<file path="config.mk">
export PLATFORM = sky130hd
export DESIGN_NAME = slc_device_flat
export DESIGN_NICKNAME = d
export VERILOG_FILES = /design/src/slc_pkg.sv /design/src/slc_if.sv /design/src/slc_device.sv /design/src/flat_wrapper.sv
export SDC_FILE = /design/constraint.sdc
export NUM_CORES = 1
export LEC_CHECK = 0
export BUFFER_PORTS_ARGS = -buffer_cell sky130_fd_sc_hd__buf_2
export CORE_AREA = 2 2 69 71
export DETAILED_ROUTE_END_ITERATION = 8
export DIE_AREA = 0 0 71 73
export PLACE_DENSITY_LB_ADDON = 0.15
export SYNTH_ARGS = -nofsm -noshare
export SYNTH_HDL_FRONTEND = slang
export SYNTH_SLANG_ARGS = --single-unit
</file>
<file path="constraint.sdc">
create_clock -name i_sys_clk -period 5.9 [get_ports i_sys_clk]
set_clock_uncertainty 0.05 [all_clocks]
set_input_delay 0.295 -clock i_sys_clk [delete_from_list [all_inputs] [get_ports i_sys_clk]]
set_output_delay 0.295 -clock i_sys_clk [all_outputs]
set_load 0.03 [all_outputs]
</file>
<file path="src/slc_pkg.sv">
// Package for the serial link channel configuration block
//----------------------------------------------------------------------
// Summary of operation
// One-converter select runs channel A alone
// Software keeps lower pair enabled in single mode
// Upper-pair enable gates channels C and D
// Lower-pair enable gates channels A and B
// Software stops calibration and link before changes
// Software never clears both pair enables
// Halved config: lanes ceil(L/2), converters M/2
// Odd halved lane count pads highest lane
// Lower pair off moves C,D into A,B slots
// Software writes reserved bits as zero
// Sync header select: 0 CRC-12, 2 FEC
// Sync word 32 bits, only in 64B/66B formats
// All command fields sent as zero
// Software changes header select only when link off
// Resync request after threshold+1 low samples
//----------------------------------------------------------------------
package slc_pkg;
  // Register offsets
  localparam logic [11:0] SLC_OFS_CHEN = 12'h209;
  localparam logic [11:0] SLC_OFS_SHSEL = 12'h20f;
  localparam logic [11:0] SLC_OFS_THRESH = 12'h210;
  // Reset values
  localparam logic [7:0] SLC_RST_CHEN = 8'h03;
  localparam logic [7:0] SLC_RST_SHSEL = 8'h00;
  localparam logic [7:0] SLC_RST_THRESH = 8'h03;
  // Field positions and masks
  localparam int SLC_BIT_LOWER = 0;
  localparam int SLC_BIT_UPPER = 1;
  localparam int SLC_BIT_ONE = 2;
  localparam logic [7:0] SLC_MASK_CHEN = 8'h07;
  localparam logic [7:0] SLC_MASK_SHSEL = 8'h03;
  localparam logic [7:0] SLC_MASK_THRESH = 8'h1f;
  // Sync header encodings and sync word size
  localparam logic [1:0] SLC_SH_CRC12 = 2'h0;
  localparam logic [1:0] SLC_SH_FEC = 2'h2;
  localparam int SLC_SYNC_WORD_BITS = 32;
  // Sync header content kinds
  typedef enum logic [1:0] {
    SLC_HDR_NONE = 2'b00,
    SLC_HDR_CRC = 2'b01,
    SLC_HDR_FEC = 2'b10
  } slc_hdr_t;
endpackage

</file>
<file path="src/slc_if.sv">
// Interface joining the device end and the software end
`timescale 1ns/1ps
interface slc_if;
  logic wr;
  logic rd;
  logic [11:0] addr;
  logic [7:0] wdata;
  logic [7:0] rdata;
  logic rvalid;
  modport dev (input wr, input rd, input addr, input wdata,
    output rdata, output rvalid);
  modport host (output wr, output rd, output addr, output wdata,
    input rdata, input rvalid);
endinterface

</file>
<file path="src/slc_device.sv">
// Device end: channel, lane and sync header configuration
`timescale 1ns/1ps
module slc_device
  import slc_pkg::*;
#(
  parameter int NOM_LANES = 8,
  parameter int NOM_CONV = 8
) (
  input wire logic i_sys_clk,
  input wire logic i_rst_n,
  input wire logic i_ce,
  slc_if.dev bus,
  input wire logic i_link_fmt_66b,
  input wire logic i_sync_n,
  output logic [3:0] o_chan_en,
  output logic o_single_mode,
  output logic [7:0] o_lanes,
  output logic [7:0] o_convs,
  output logic o_tail_pad,
  output logic o_swap_pairs,
  output slc_hdr_t o_hdr_kind,
  output logic [7:0] o_sync_word_bits,
  output logic [7:0] o_cmd_field,
  output logic o_resync_req
);
  //--------------------------------------------------------------------
  // Register file
  //--------------------------------------------------------------------
  logic [7:0] chen_r;
  logic [7:0] shsel_r;
  logic [7:0] thresh_r;
  logic [7:0] rdata_r;
  logic rvalid_r;

  // Writes store only defined bits; reserved bits stay zero
  always_ff @(posedge i_sys_clk) begin
    if (!i_rst_n) begin
      chen_r <= SLC_RST_CHEN;
      shsel_r <= SLC_RST_SHSEL;
      thresh_r <= SLC_RST_THRESH;
    end else if (i_ce && bus.wr) begin
      case (bus.addr)
        SLC_OFS_CHEN: chen_r <= bus.wdata & SLC_MASK_CHEN;
        SLC_OFS_SHSEL: shsel_r <= bus.wdata & SLC_MASK_SHSEL;
        SLC_OFS_THRESH: thresh_r <= bus.wdata & SLC_MASK_THRESH;
        default: ;
      endcase
    end
  end

  // Read answer one cycle after the strobe; unmapped reads zero
  always_ff @(posedge i_sys_clk) begin
    if (!i_rst_n) begin
      rdata_r <= 8'h00;
      rvalid_r <= 1'b0;
    end else if (i_ce) begin
      rvalid_r <= bus.rd;
      if (bus.rd) begin
        case (bus.addr)
          SLC_OFS_CHEN: rdata_r <= chen_r;
          SLC_OFS_SHSEL: rdata_r <= shsel_r;
          SLC_OFS_THRESH: rdata_r <= thresh_r;
          default: rdata_r <= 8'h00;
        endcase
      end
    end
  end
  assign bus.rdata = rdata_r;
  assign bus.rvalid = rvalid_r;

  //--------------------------------------------------------------------
  // Channel and link scaling
  //--------------------------------------------------------------------
  logic lower_en;
  logic upper_en;
  logic one_sel;
  logic halved;
  logic [3:0] chan_nxt;
  assign lower_en = chen_r[SLC_BIT_LOWER];
  assign upper_en = chen_r[SLC_BIT_UPPER];
  assign one_sel = chen_r[SLC_BIT_ONE];
  assign halved = !lower_en || !upper_en;

  // Channel map {D,C,B,A}; single mode wins over pair bits
  always_comb begin
    if (one_sel) begin
      chan_nxt = 4'h1;
    end else begin
      chan_nxt = {upper_en, upper_en, lower_en, lower_en};
    end
  end

  logic [7:0] nom_l;
  logic [7:0] nom_m;
  assign nom_l = 8'(NOM_LANES);
  assign nom_m = 8'(NOM_CONV);

  // Registered outputs so downstream framing sees stable values
  always_ff @(posedge i_sys_clk) begin
    if (!i_rst_n) begin
      o_chan_en <= 4'hf;
      o_single_mode <= 1'b0;
      o_lanes <= nom_l;
      o_convs <= nom_m;
      o_tail_pad <= 1'b0;
      o_swap_pairs <= 1'b0;
    end else if (i_ce) begin
      o_chan_en <= chan_nxt;
      o_single_mode <= one_sel;
      o_lanes <= halved ? 8'((nom_l + 8'h01) >> 1) : nom_l;
      o_convs <= halved ? (nom_m >> 1) : nom_m;
      o_tail_pad <= halved && nom_l[0];
      o_swap_pairs <= !lower_en && upper_en && !one_sel;
    end
  end

  //--------------------------------------------------------------------
  // Sync header content
  //--------------------------------------------------------------------
  // Reserved codes fall back to no header rather than guess a format
  always_ff @(posedge i_sys_clk) begin
    if (!i_rst_n) begin
      o_hdr_kind <= SLC_HDR_NONE;
      o_sync_word_bits <= 8'h00;
      o_cmd_field <= 8'h00;
    end else if (i_ce) begin
      o_cmd_field <= 8'h00;
      if (!i_link_fmt_66b) begin
        o_hdr_kind <= SLC_HDR_NONE;
        o_sync_word_bits <= 8'h00;
      end else begin
        o_sync_word_bits <= 8'(SLC_SYNC_WORD_BITS);
        case (shsel_r[1:0])
          SLC_SH_CRC12: o_hdr_kind <= SLC_HDR_CRC;
          SLC_SH_FEC: o_hdr_kind <= SLC_HDR_FEC;
          default: o_hdr_kind <= SLC_HDR_NONE;
        endcase
      end
    end
  end

  //--------------------------------------------------------------------
  // Resync request filter
  //--------------------------------------------------------------------
  logic sync_m_r;
  logic sync_s_r;
  logic [5:0] low_cnt_r;

  // Sync pin comes from outside; two flops before use
  always_ff @(posedge i_sys_clk) begin
    if (!i_rst_n) begin
      sync_m_r <= 1'b1;
      sync_s_r <= 1'b1;
    end else if (i_ce) begin
      sync_m_r <= i_sync_n;
      sync_s_r <= sync_m_r;
    end
  end

  // Short lows are error reports and are dropped
  always_ff @(posedge i_sys_clk) begin
    if (!i_rst_n) begin
      low_cnt_r <= 6'h00;
      o_resync_req <= 1'b0;
    end else if (i_ce) begin
      if (sync_s_r) begin
        low_cnt_r <= 6'h00;
        o_resync_req <= 1'b0;
      end else begin
        if (low_cnt_r <= {1'b0, thresh_r[4:0]}) begin
          low_cnt_r <= low_cnt_r + 6'h01;
        end
        o_resync_req <= (low_cnt_r >= {1'b0, thresh_r[4:0]});
      end
    end
  end
endmodule

</file>
<file path="src/flat_wrapper.sv">
// flat-port wrapper written by rule: the top's interface ports become plain ports
module slc_device_flat import slc_pkg::*;
#(
  parameter int NOM_LANES = 8,
  parameter int NOM_CONV = 8
)
  (i_sys_clk, i_rst_n, i_ce, i_link_fmt_66b, i_sync_n, o_chan_en, o_single_mode, o_lanes, o_convs, o_tail_pad, o_swap_pairs, o_hdr_kind, o_sync_word_bits, o_cmd_field, o_resync_req, bus_wr, bus_rd, bus_addr, bus_wdata, bus_rdata, bus_rvalid);
  slc_if bus_i ();
  input wire logic i_sys_clk;
  input wire logic i_rst_n;
  input wire logic i_ce;
  input wire logic i_link_fmt_66b;
  input wire logic i_sync_n;
  output logic [3:0] o_chan_en;
  output logic o_single_mode;
  output logic [7:0] o_lanes;
  output logic [7:0] o_convs;
  output logic o_tail_pad;
  output logic o_swap_pairs;
  output slc_hdr_t o_hdr_kind;
  output logic [7:0] o_sync_word_bits;
  output logic [7:0] o_cmd_field;
  output logic o_resync_req;
  input wire logic [$bits(bus_i.wr)-1:0] bus_wr;
  input wire logic [$bits(bus_i.rd)-1:0] bus_rd;
  input wire logic [$bits(bus_i.addr)-1:0] bus_addr;
  input wire logic [$bits(bus_i.wdata)-1:0] bus_wdata;
  output wire logic [$bits(bus_i.rdata)-1:0] bus_rdata;
  output wire logic [$bits(bus_i.rvalid)-1:0] bus_rvalid;
  assign bus_i.wr = bus_wr;
  assign bus_i.rd = bus_rd;
  assign bus_i.addr = bus_addr;
  assign bus_i.wdata = bus_wdata;
  assign bus_rdata = bus_i.rdata;
  assign bus_rvalid = bus_i.rvalid;
  slc_device #(.NOM_LANES(NOM_LANES), .NOM_CONV(NOM_CONV)) u_core (.i_sys_clk(i_sys_clk), .i_rst_n(i_rst_n), .i_ce(i_ce), .bus(bus_i), .i_link_fmt_66b(i_link_fmt_66b), .i_sync_n(i_sync_n), .o_chan_en(o_chan_en), .o_single_mode(o_single_mode), .o_lanes(o_lanes), .o_convs(o_convs), .o_tail_pad(o_tail_pad), .o_swap_pairs(o_swap_pairs), .o_hdr_kind(o_hdr_kind), .o_sync_word_bits(o_sync_word_bits), .o_cmd_field(o_cmd_field), .o_resync_req(o_resync_req));
endmodule
</file>
# == Word level (Yosys, flattened, before mapping) ==
# Index checks and enable logic that the tools add are counted.
# word_totals
word_cells,45
out_inout_bits,51
reg_bits,52
input_bits,27
# classes
magnitude_cmp,2
n_eq_ne,4
n_addsub,1
n_mux,9
n_reduce_logical,14
# ops
cell,n
== test 12 x 10 -> 1 bit (second input constant),3
2-to-1 mux 6 bit,3
one-hot mux 5 bit (3 select lines),1
AND reduction 2 bit,5
2-to-1 mux 4 bit,2
adder 6 x 1 -> 6 bit (second input constant),1
>= comparator 6 x 5 -> 1 bit,1
<= comparator 6 x 5 -> 1 bit,1
one-hot mux 2 bit (2 select lines),1
logical AND 1 bit,3
zero test 1 bit,3
== test 2 bit (second input constant),1
zero test 2 bit,1
2-to-1 mux 2 bit,1
nonzero test 2 bit,1
logical OR 1 bit,1
2-to-1 mux 1 bit,1

# == Depth between registers and ports, before layout ==
# Gate-level depths: netlist of run 1.
# logic_depth
word_depth,3
mapped_depth,8

# == Worst setup path before layout of run 1 ==
# OpenSTA, ideal clock, no wires.
# synth_path
path_type,register to register
startpoint,register u_core.thresh_r[3]
endpoint,register u_core.low_cnt_r[0]
path_slack_ps,3910
arrival_time_ps,1868
setup_ps,72
stages_incl_launch_ff,9
period_less_slack_ps,1990
path_cell_list,dfxtp_1 > inv_1 > ha_1 > nand4b_1 > o21bai_1 > a211oi_1 > nand2b_1 > clkbuf_1 > mux2i_1
# synth_via
elab_chain_len,3
# synth_rtl
item,line,text
from (decl),slc_device.sv:31,logic [7:0] thresh_r;
from (signal assigned),slc_device.sv:45,SLC_OFS_THRESH: thresh_r <= bus.wdata & SLC_MASK_THRESH;
<= comparator 6 x 5 -> 1 bit,slc_device.sv:170,"if (low_cnt_r <= {1'b0, thresh_r[4:0]}) begin"
nonzero test 2 bit (no source line),n/a,
AND reduction 2 bit (no source line),n/a,
to (signal assigned),slc_device.sv:171,low_cnt_r <= low_cnt_r + 6'h01;
to (decl),slc_device.sv:147,logic [5:0] low_cnt_r;
# Every way passes these cells.
# A chain may end at the register's enable or synchronous reset.

# == Final worst setup path of run 1 ==
# layout_path
startpoint,register u_core.low_cnt_r[3]
endpoint,register u_core.low_cnt_r[1]
# layout_via
elab_chain_len,3
# layout_rtl
item,line
<= comparator 6 x 5 -> 1 bit,slc_device.sv:170
nonzero test 2 bit (no source line),n/a
AND reduction 2 bit (no source line),n/a
# Every way passes these cells.

==> metrics.cfg, run 1 <==
[sta]
finalSetupViolations = 0
slew-limit-headroom_pct = 62.2
rsz0062_at_grt = no
tightest_slew_ns = 0.563
finalCritPeriodShare_pct = 37.0
fin_tns_setup_ns = 0
min_period_ns = 2.18
hold_viol_final = 0
fmax_mhz = 458
fin_hold_ws_ns = 0.189
slew_viol_final = 0
worst_slack_ns = 3.72

[synthesis]
yosysTopAreaCell = dfxtp_1
synthTopCellsByArea = dfxtp_1 (36%), buf_4 (13%), mux2i_1 (9.3%), nand2_1 (4.5%), ha_1 (3.9%)
synth_warnings = 0
ys_seq_elements = 35
synth_most_common_cell = dfxtp_1
syn_area_mm2 = 0.00193
yosysTopAreaCellShare_pct = 36.3
synth_enable_flop_cells = 0
ys.flop_type = dfxtp_1
syn_inst = 213
yosys-top-cells-count = dfxtp_1 (35), buf_4 (34), nand2_1 (23)
yosysUniqueCellTypes = 45
avgSynthCellArea_um2 = 9.06
seq_area_frac_synth_pct = 36.3
ys_async_sr_fraction_pct = 0

[route]
wl_per_cell_um = 12.9
viasPerCell = 4.99
drcViolationCount = 0
drt_pass1_iterations = 4
dr_total_vias = 1531
drtIter0Drc = 40
routed_wl_mm = 3.95
ant_nets = 0

[global_routing]
grt_use_total_pct = 16.1
antenna_found_initial = 0
grt_pass1_vias = 1445
grt_pass1_wl_mm = 6.60
grt_max_degree = 24
overflow = 0

[power]
powerDensity_mw_per_mm2 = 231
p_total_mw = 0.495
ir_drop_mv = 0.109
p_leak_nw = 0.984

[cts]
cts_tree = built
cts_num_sinks = 35
cts_resized = 0
ctsRootBufferMaster = clkbuf_8
clk_pin_slew_worst_paths_ns = 0.07
h-tree-depth = 2
postCtsHoldBufs = 0
clk_latency_ns = 0.27
post-cts-setup-buffers = 0
clock_tree.buffer_depth = 2
numCtsBuffers = 5

[worst_setup_path]
worstReg2RegStart = u_core.low_cnt_r[3]$_SDFFE_PN0P_
crit_fanout = 6
cpPeakStageDelay_ns = 0.46
cp-startpoint = u_core.low_cnt_r[3]$_SDFFE_PN0P_
critical_path_required_ns = 6.06
r2r-end = u_core.low_cnt_r[1]$_SDFFE_PN0P_
endpoint = u_core.low_cnt_r[1]$_SDFFE_PN0P_
start_kind = flip-flop
slowest_stage = a211oi_1
r2r_slack_ns = 3.72
path_cells = ha_1, nand4b_1, o21bai_1, a211oi_1, nand2b_1, mux2i_1
ff2ff_path_depth = 6
cp.arrival_ns = 2.34
cp-end-kind = flip-flop
crit_type = reg2reg

[hold_path]
hp-class = in2reg

[die]
die_w_um = 71
core_area_mm2 = 0.00454
die_area_mm2 = 0.00518
dieHeight_um = 73
initial_utilization_pct = 42.5
io_pins = 78
num_rows = 25

[placed_design]
place_area_mm2 = 0.00204
dp_slack_ns = 3.74
hpwlAfterDp_mm = 2.92
numPortBuffers = 43
gp_congestion = 0.762
dp.cells = 299

[layout]
antenna_cells = 0
drive_gt1_share_pct = 22.9
fin_nets = 285
area_delta_synth_final_pct = 11.1
final_util_pct = 47.3
fin_area_mm2 = 0.00214
instances_no_fill = 307

[run]
cap_violations = 0

[run_status]
status = complete, no violations

[worst max-delay path, delay by kind of cell, from the launching register on]
family                   cells  cell delay [ns]
flip-flops                   1             0.37
multiplexers                 1             0.23
AO/OA/AOI/OAI                2             0.65
adder cells (fa/ha/maj)      1             0.32
AND/OR/NAND/NOR              2             0.50
[cells in the final DEF, fill, tap and decap left out, types with 6 or more instances in the layout]
cell / Yosys / routed
a21oi_1: 6 / 6
buf_2: 0 / 43
clkbuf_8: 0 / 7
conb_1: 1 / 31
dfxtp_1: 35 / 35
ha_1: 6 / 6
inv_1: 8 / 8
mux2i_1: 18 / 18
nand2_1: 23 / 23
nand3_1: 8 / 8
nor2_1: 16 / 16
[kinds of logic (layout without fill, tap and decap cells)]
| logic type | Yosys count | in the layout | synth area share (%) |
|---|---|---|---|
| simple gates | 72 | 72 | 21.2 |
| buf+inv | 50 | 60 | 16.3 |
| flops | 35 | 35 | 36.3 |
| compound gates | 31 | 31 | 12.7 |
| mux | 18 | 18 | 9.34 |
| fa+ha+maj | 6 | 6 | 3.89 |
| other cells | 1 | 31 | 0.194 |
[worst min-delay path by stage]
stage                                                 from                                to  depth (start not counted)
after global routing                              i_sync_n      u_core.sync_m_r$_SDFFE_PN1P_                          3
after global placement    u_core.bus.rdata[4]$_SDFFE_PN0P_  u_core.bus.rdata[4]$_SDFFE_PN0P_                          2
after floorplan                                     bus_rd  u_core.bus.rdata[2]$_SDFFE_PN0P_                          1
after detailed placement  u_core.bus.rdata[3]$_SDFFE_PN0P_  u_core.bus.rdata[3]$_SDFFE_PN0P_                          2
after CTS                                         i_sync_n      u_core.sync_m_r$_SDFFE_PN1P_                          3
final                                             i_sync_n      u_core.sync_m_r$_SDFFE_PN1P_                          3
[power by group]
part	total, mW	switching [mW]	internal [mW]
Combinational	0.0667	0.0528	0.0139
Clock	0.186	0.0798	0.106
Sequential	0.242	0.00217	0.240
[flip-flops by register name, indices dropped and copies added (netlist names)]
register and cells:
u_core.low_cnt_r 6, u_core.bus.rdata 5, u_core.thresh_r 5, u_core.chen_r 3, u_core.o_chan_en 3, u_core.o_hdr_kind 2, u_core.o_lanes 2, u_core.shsel_r 2
u_core.bus.rvalid 1, u_core.o_resync_req 1, u_core.o_single_mode 1, u_core.o_swap_pairs 1, u_core.o_sync_word_bits 1, u_core.sync_m_r 1, u_core.sync_s_r 1
[cell type report]
class | count | area, um2
Timing Repair Buffer | 43 | 215
Clock buffer | 8 | 100
Tap cell | 54 | 67.6
Fill cell | 474 | 2390
Inverter | 9 | 33.8
Sequential cell | 35 | 701
Multi-Input combinational cell | 158 | 1030
[routing by layer]
layer | vias up | GRT usage, % | routed length, um
li1 | 767 | - | -
met1 | 719 | 20.7 | 1820
met2 | 39 | 27.0 | 1940
met3 | 6 | 4.70 | 157
met4 | 0 | 3.56 | 31
met5 | - | 0 | 0
(Power assumes the default switching activity.)
==> run 2: changes to the inputs <==
--- a/config.mk
+++ b/config.mk
@@ -5,10 +5,11 @@
 export SDC_FILE = /design/constraint.sdc
 export NUM_CORES = 1
 export LEC_CHECK = 0
+export ABC_AREA = 1
 export BUFFER_PORTS_ARGS = -buffer_cell sky130_fd_sc_hd__buf_2
-export CORE_AREA = 2 2 69 71
+export CORE_AREA = 2 2 71 73
 export DETAILED_ROUTE_END_ITERATION = 8
-export DIE_AREA = 0 0 71 73
+export DIE_AREA = 0 0 73 75
 export PLACE_DENSITY_LB_ADDON = 0.15
 export SYNTH_ARGS = -nofsm -noshare
 export SYNTH_HDL_FRONTEND = slang
==> constraint.sdc (replaced) <==
create_clock -name i_sys_clk -period 2 [get_ports i_sys_clk]
set_clock_uncertainty 0.05 [all_clocks]
set_input_delay 0.1 -clock i_sys_clk [delete_from_list [all_inputs] [get_ports i_sys_clk]]
set_output_delay 0.1 -clock i_sys_clk [all_outputs]
set_load 0.03 [all_outputs]
==> run 2 against run 1 <==
Effect of this change: synthesized area is 5.3% higher; via count up 13%; cell area is 4.0% higher; synthesized cell count grew 29%; highest routed layer unchanged.
==> metrics.cfg, run 2 <==
[global_routing]
grt_use_total_pct = 15.1
overflow = 0
grt_pass1_vias = 1407
grt_max_degree = 22
antenna_found_initial = 0
grt_pass1_wl_mm = 6.34

[power]
powerDensity_mw_per_mm2 = 658
p_total_mw = 1.47
p_leak_nw = 1.08
ir_drop_mv = 0.224

[worst_setup_path]
crit_fanout = 10
cp.arrival_ns = 1.72
cp-end-kind = flip-flop
crit_type = reg2reg
critical_path_required_ns = 2.09
start_kind = flip-flop

[synthesis]
seq_area_frac_synth_pct = 34.5
synthTopCellsByArea = dfxtp_1 (34%), buf_4 (13%), nand2_1 (9.4%), nand3_1 (6.9%), inv_1 (4.6%)
avgSynthCellArea_um2 = 7.39
yosys-top-cells-count = nand2_1 (51), buf_4 (35), dfxtp_1 (35)
synth_most_common_cell = nand2_1
yosysTopAreaCell = dfxtp_1
yosysTopAreaCellShare_pct = 34.5
ys.flop_type = dfxtp_1
ys_seq_elements = 35
ys_async_sr_fraction_pct = 0
syn_inst = 275
synth_warnings = 0
yosysUniqueCellTypes = 32
syn_area_mm2 = 0.00203
synth_enable_flop_cells = 0

[layout]
instances_no_fill = 370
drive_gt1_share_pct = 23.4
n_fill_cell = 507
area_delta_synth_final_pct = 9.67
final_common_cell = nand2_1
final_cell_mix = nand2_1 (51), buf_2 (43), dfxtp_1 (35), conb_1 (31), nand3_1 (28)
fin_area_mm2 = 0.00223
fin_nets = 348
final_util_pct = 47.8
largest_register_ffs = 6
largest_register = u_core.low_cnt_r
antenna_cells = 0

[sta]
fin_hold_ws_ns = 0.0394
finalCritPeriodShare_pct = 81.3
fin_tns_setup_ns = 0
hold_viol_final = 0
worst_slack_ns = 0.374
slew-limit-headroom_pct = 53.0
finalSetupViolations = 0
fmax_mhz = 615
min_period_ns = 1.63
rsz0062_at_grt = no
slew_viol_final = 0
tightest_slew_ns = 0.704

[cts]
clk_latency_ns = 0.29
clk_pin_slew_worst_paths_ns = 0.07
cts_resized = 0
clock_tree.buffer_depth = 2
h-tree-depth = 2
numCtsBuffers = 5
ctsRootBufferMaster = clkbuf_8
cts_tree = built
cts_num_sinks = 35

[die]
core_area_mm2 = 0.00466
dieHeight_um = 75
die_area_mm2 = 0.00548
die_w_um = 73
initial_utilization_pct = 43.6
io_pins = 78
num_rows = 25

[route]
ant_nets = 0
drt_pass1_iterations = 4
drtIter0Drc = 94
routed_wl_mm = 3.92
wl_per_cell_um = 10.6
drcViolationCount = 0
viasPerCell = 4.67
dr_total_vias = 1727

[placed_design]
gp_congestion = 0.754
place_area_mm2 = 0.00213
dp.cells = 361
dp_slack_ns = 0.384
numPortBuffers = 43
hpwlAfterDp_mm = 2.97

[run]
cap_violations = 0

[run_status]
status = complete, no violations

[hold_path]
hp-class = in2reg

run 2: cell types whose count changed in the layout (fill, tap and decap cells not counted), sizes merged, moves of 3 or more:
| cell | delta |
|---|---|
| a32o | -5 |
| o41ai | -4 |
| nor2 | +13 |
| nand3 | +23 |
| mux2i | -18 |
| inv | +20 |
| nand2 | +34 |
| o21ai | +5 |
| a21oi | +15 |
| or3 | -3 |
run 2: power breakdown:
group          internal, mW  switching (mW)  leakage [nW]  total [mW]
clock                 0.243           0.257        0.0412       0.500
combinational        0.0550           0.185         0.757       0.240
sequential            0.713          0.0133         0.285       0.726
total                  1.01           0.456          1.08        1.47
run 2: critical path: stages, from the launching register on:
cell,delay [ns]
dfxtp_1,0.41
inv_1,0.06
ha_1,0.27
nand2_1,0.05
nor3_2,0.22
nor2_2,0.07
nand2_4,0.13
nand2_2,0.08
nand2_1,0.07
a21oi_1,0.06
run 2: what timing repair did:
action | 4_1_cts | 5_1_grt
hold buffers | 1 | 0
setup buffers | 0 | 0
endpoints found under the hold margin | 1 | 0
run 2: layout make-up:
type                    count  area (um2)  share of cell area (%)
multi-input cells         201        1040                    46.9
inverters                  28         105                    4.72
repair buffers             44         225                    10.1
flip-flops and latches     35         701                    31.4
well taps                  54        67.6                    3.03
clock buffers               6        72.6                    3.26
clock inverters             2        12.5                   0.561
run 2: layer usage:
| layer | part of all wire (%) | track usage [%] | vias up |
|---|---|---|---|
| li1 | - | - | 905 |
| met1 | 48 | 19.8 | 754 |
| met2 | 45 | 23.7 | 60 |
| met3 | 5.2 | 3.21 | 8 |
| met4 | 2.0 | 7.41 | 0 |
| met5 | 0 | 0 | - |
run 2: final timing paths:
path                            cells after the start                         startpoint  slack [ns]                                 to
worst max register to register                      9   u_core.low_cnt_r[0]$_SDFFE_PN0P_        0.37   u_core.low_cnt_r[2]$_SDFFE_PN0P_
worst max-delay path                                9   u_core.low_cnt_r[0]$_SDFFE_PN0P_        0.37   u_core.low_cnt_r[2]$_SDFFE_PN0P_
worst min register to register                      2  u_core.o_hdr_kind[1]$_SDFFE_PN0P_        0.41  u_core.o_hdr_kind[1]$_SDFFE_PN0P_
worst min-delay path                                3                       bus_wdata[3]        0.04    u_core.thresh_r[3]$_SDFFE_PN0P_
run 2: cell families after synthesis:
kind of cell | Yosys count | share of synthesized area, %
buffers and inverters | 69 | 19.6
AND/OR/NAND/NOR | 127 | 30.8
AO/OA/AOI/OAI | 37 | 11.1
flip-flops | 35 | 34.5
adder cells (fa/ha/maj) | 6 | 3.69
other | 1 | 0.185
==> run 3: changes to the inputs <==
==> constraint.sdc (replaced) <==
create_clock -name i_sys_clk -period 1.7 [get_ports i_sys_clk]
set_clock_uncertainty 0.05 [all_clocks]
set_input_delay 0.085 -clock i_sys_clk [delete_from_list [all_inputs] [get_ports i_sys_clk]]
set_output_delay 0.085 -clock i_sys_clk [all_outputs]
set_load 0.03 [all_outputs]
==> run 3 against run 2 <==
Effect of this change: clock-buffer cell count increased by 1; worst hold slack lost 0.0097 ns; first-iteration DRC count rose by 12%; via count increased by 0.98%; wire length is 1.6% higher; combinational power is 20% higher; critical endpoint unchanged; largest cell class unchanged; highest routed layer unchanged.
==> metrics.cfg, run 3 (synthesized netlist as in run 2, its figures left out) <==
[route]
met1_length_mm = 1.87
routed_wl_mm = 3.98
viasPerCell = 4.69
ant_nets = 0
highest_layer = met4
wl_met3_um = 229
drt_pass1_iterations = 4
dr_total_vias = 1744
wl_met2_mm = 1.80
drtIter0Drc = 105
drcViolationCount = 0
wl_per_cell_um = 10.7

[cts]
cts_num_sinks = 35
ctsRootBufferMaster = clkbuf_8
cts_tree = built
h-tree-depth = 2
numCtsBuffers = 5
clock_tree.buffer_depth = 2
clk_pin_slew_worst_paths_ns = 0.07
clk_latency_ns = 0.28

[global_routing]
grt_pass1_vias = 1432
overflow = 0
grt_pass1_wl_mm = 6.51
grt_use_total_pct = 15.6
antenna_found_initial = 0
grt_max_degree = 22

[layout]
final_cell_mix = nand2_1 (51), buf_2 (43), dfxtp_1 (34), conb_1 (31), nand3_1 (28)
largest_register = u_core.low_cnt_r
n_fill_cell = 490
final_common_cell = nand2_1
antenna_cells = 0
fin_area_mm2 = 0.00224
area_delta_synth_final_pct = 10.3
fin_nets = 350
drive_gt1_share_pct = 23.9
largest_register_ffs = 6

[worst_setup_path]
cp-startpoint = u_core.thresh_r[3]$_SDFFE_PN0P_
worstReg2RegStart = u_core.thresh_r[3]$_SDFFE_PN0P_
start_kind = flip-flop
critical_path_required_ns = 1.79
r2r-end = u_core.low_cnt_r[2]$_SDFFE_PN0P_
crit_fanout = 10
cp.arrival_ns = 1.65
ff2ff_path_depth = 9
crit_type = reg2reg
r2r_slack_ns = 0.14
cp-end-kind = flip-flop

[sta]
min_period_ns = 1.56
hold_viol_final = 0
tightest_slew_ns = 0.747
fmax_mhz = 640
rsz0062_at_grt = no
slew_viol_final = 0
finalSetupViolations = 0
finalCritPeriodShare_pct = 91.9
fin_tns_setup_ns = 0
slew-limit-headroom_pct = 50.1

[hold_path]
min_to = u_core.thresh_r[4]$_SDFFE_PN0P_
worstHoldStart = bus_wdata[4]
hp-class = in2reg
hold_depth = 3

[power]
p_sw_mw = 0.523
p_leak_nw = 1.10
powerDensity_mw_per_mm2 = 766
ir_drop_mv = 0.270
p_comb_share_pct = 16.7
sw_frac_of_total_pct = 30.5
p_seq_share_pct = 49.7
clkPwrFrac_pct = 33.6
p_int_mw = 1.19

[run_status]
status = complete, no violations

[die]
die_w_um = 73
io_pins = 78
core_area_mm2 = 0.00466
initial_utilization_pct = 43.6
die_area_mm2 = 0.00548
dieHeight_um = 75
num_rows = 25

[placed_design]
place_area_mm2 = 0.00215
gp_congestion = 0.755
numPortBuffers = 43
hpwlAfterDp_mm = 3.04

[run]
cap_violations = 0

run 3: changes by cell type in the layout (fill, tap and decap cells not counted), sizes merged:
cell | before | now
buf | 43 | 45
clkbuf | 6 | 7
clkinvlp | 1 | 0
run 3: area by class of cell:
cell class / instances / area, um2 / share of cell area [%]
Multi-Input combinational cell: 201 / 1040 / 46.6
Sequential cell: 35 / 702 / 31.3
Clock buffer: 7 / 76.3 / 3.41
Tap cell: 54 / 67.6 / 3.02
Clock inverter: 1 / 5.00 / 0.223
Timing Repair Buffer: 46 / 240 / 10.7
Inverter: 28 / 105 / 4.69
run 3: power groups by stage:
stage                     registers (mW)  logic, mW  clock network (mW)
after floorplan                    0.892      0.256                   0
after global placement             0.873      0.284                   0
after detailed placement           0.873      0.285                   0
after CTS                          0.854      0.287               0.602
after global routing               0.857      0.317               0.638
final                              0.854      0.287               0.576
run 3: routing by layer:
metal  up-vias  global-route usage (%)
met5         -                       0
met3         7                    4.02
li1        910                       -
met2        56                    23.5
met4         0                    7.41
met1       771                    20.8
run 3: how the worst max path moves through the flow:
stage | to | slack (ns)
floorplan | u_core.low_cnt_r[3]$_SDFFE_PN0P_ | 0.29
global placement | u_core.low_cnt_r[2]$_SDFFE_PN0P_ | 0.14
detailed placement | u_core.low_cnt_r[2]$_SDFFE_PN0P_ | 0.13
CTS | u_core.low_cnt_r[2]$_SDFFE_PN0P_ | 0.12
global route | u_core.low_cnt_r[2]$_SDFFE_PN0P_ | 0.006
finish | u_core.low_cnt_r[2]$_SDFFE_PN0P_ | 0.14
run 3: worst max-delay path, cell delays in order, from the launching register on:
cell	delay, ns
dfxtp_1	0.31
inv_1	0.06
ha_1	0.29
nand2_1	0.08
nor3_2	0.23
nor2_2	0.07
nand2_4	0.12
nand2_2	0.08
nand2_1	0.06
a21oi_1	0.06
run 3: through the flow:
stage                     std cells  hold slack [ns]  utilization (%)  total power [mW]  worst slack, ns
final                           372           0.0297             48.1              1.72            0.138
after global routing            372           0.0255             48.1              1.81          0.00566
after CTS                       372           0.0136             48.1              1.74            0.116
after detailed placement        363            0.254             46.1              1.16            0.128
after global placement          363            0.251             46.1              1.16            0.142
after floorplan                 305            0.161                -              1.15            0.286
run 3: timing repair:
action | 4_1_cts | 5_1_grt
hold buffers | 1 | 0
hold endpoints to repair | 1 | 0
gates resized for setup | 0 | 1
setup endpoints to repair | 0 | 3
setup buffers | 0 | 0
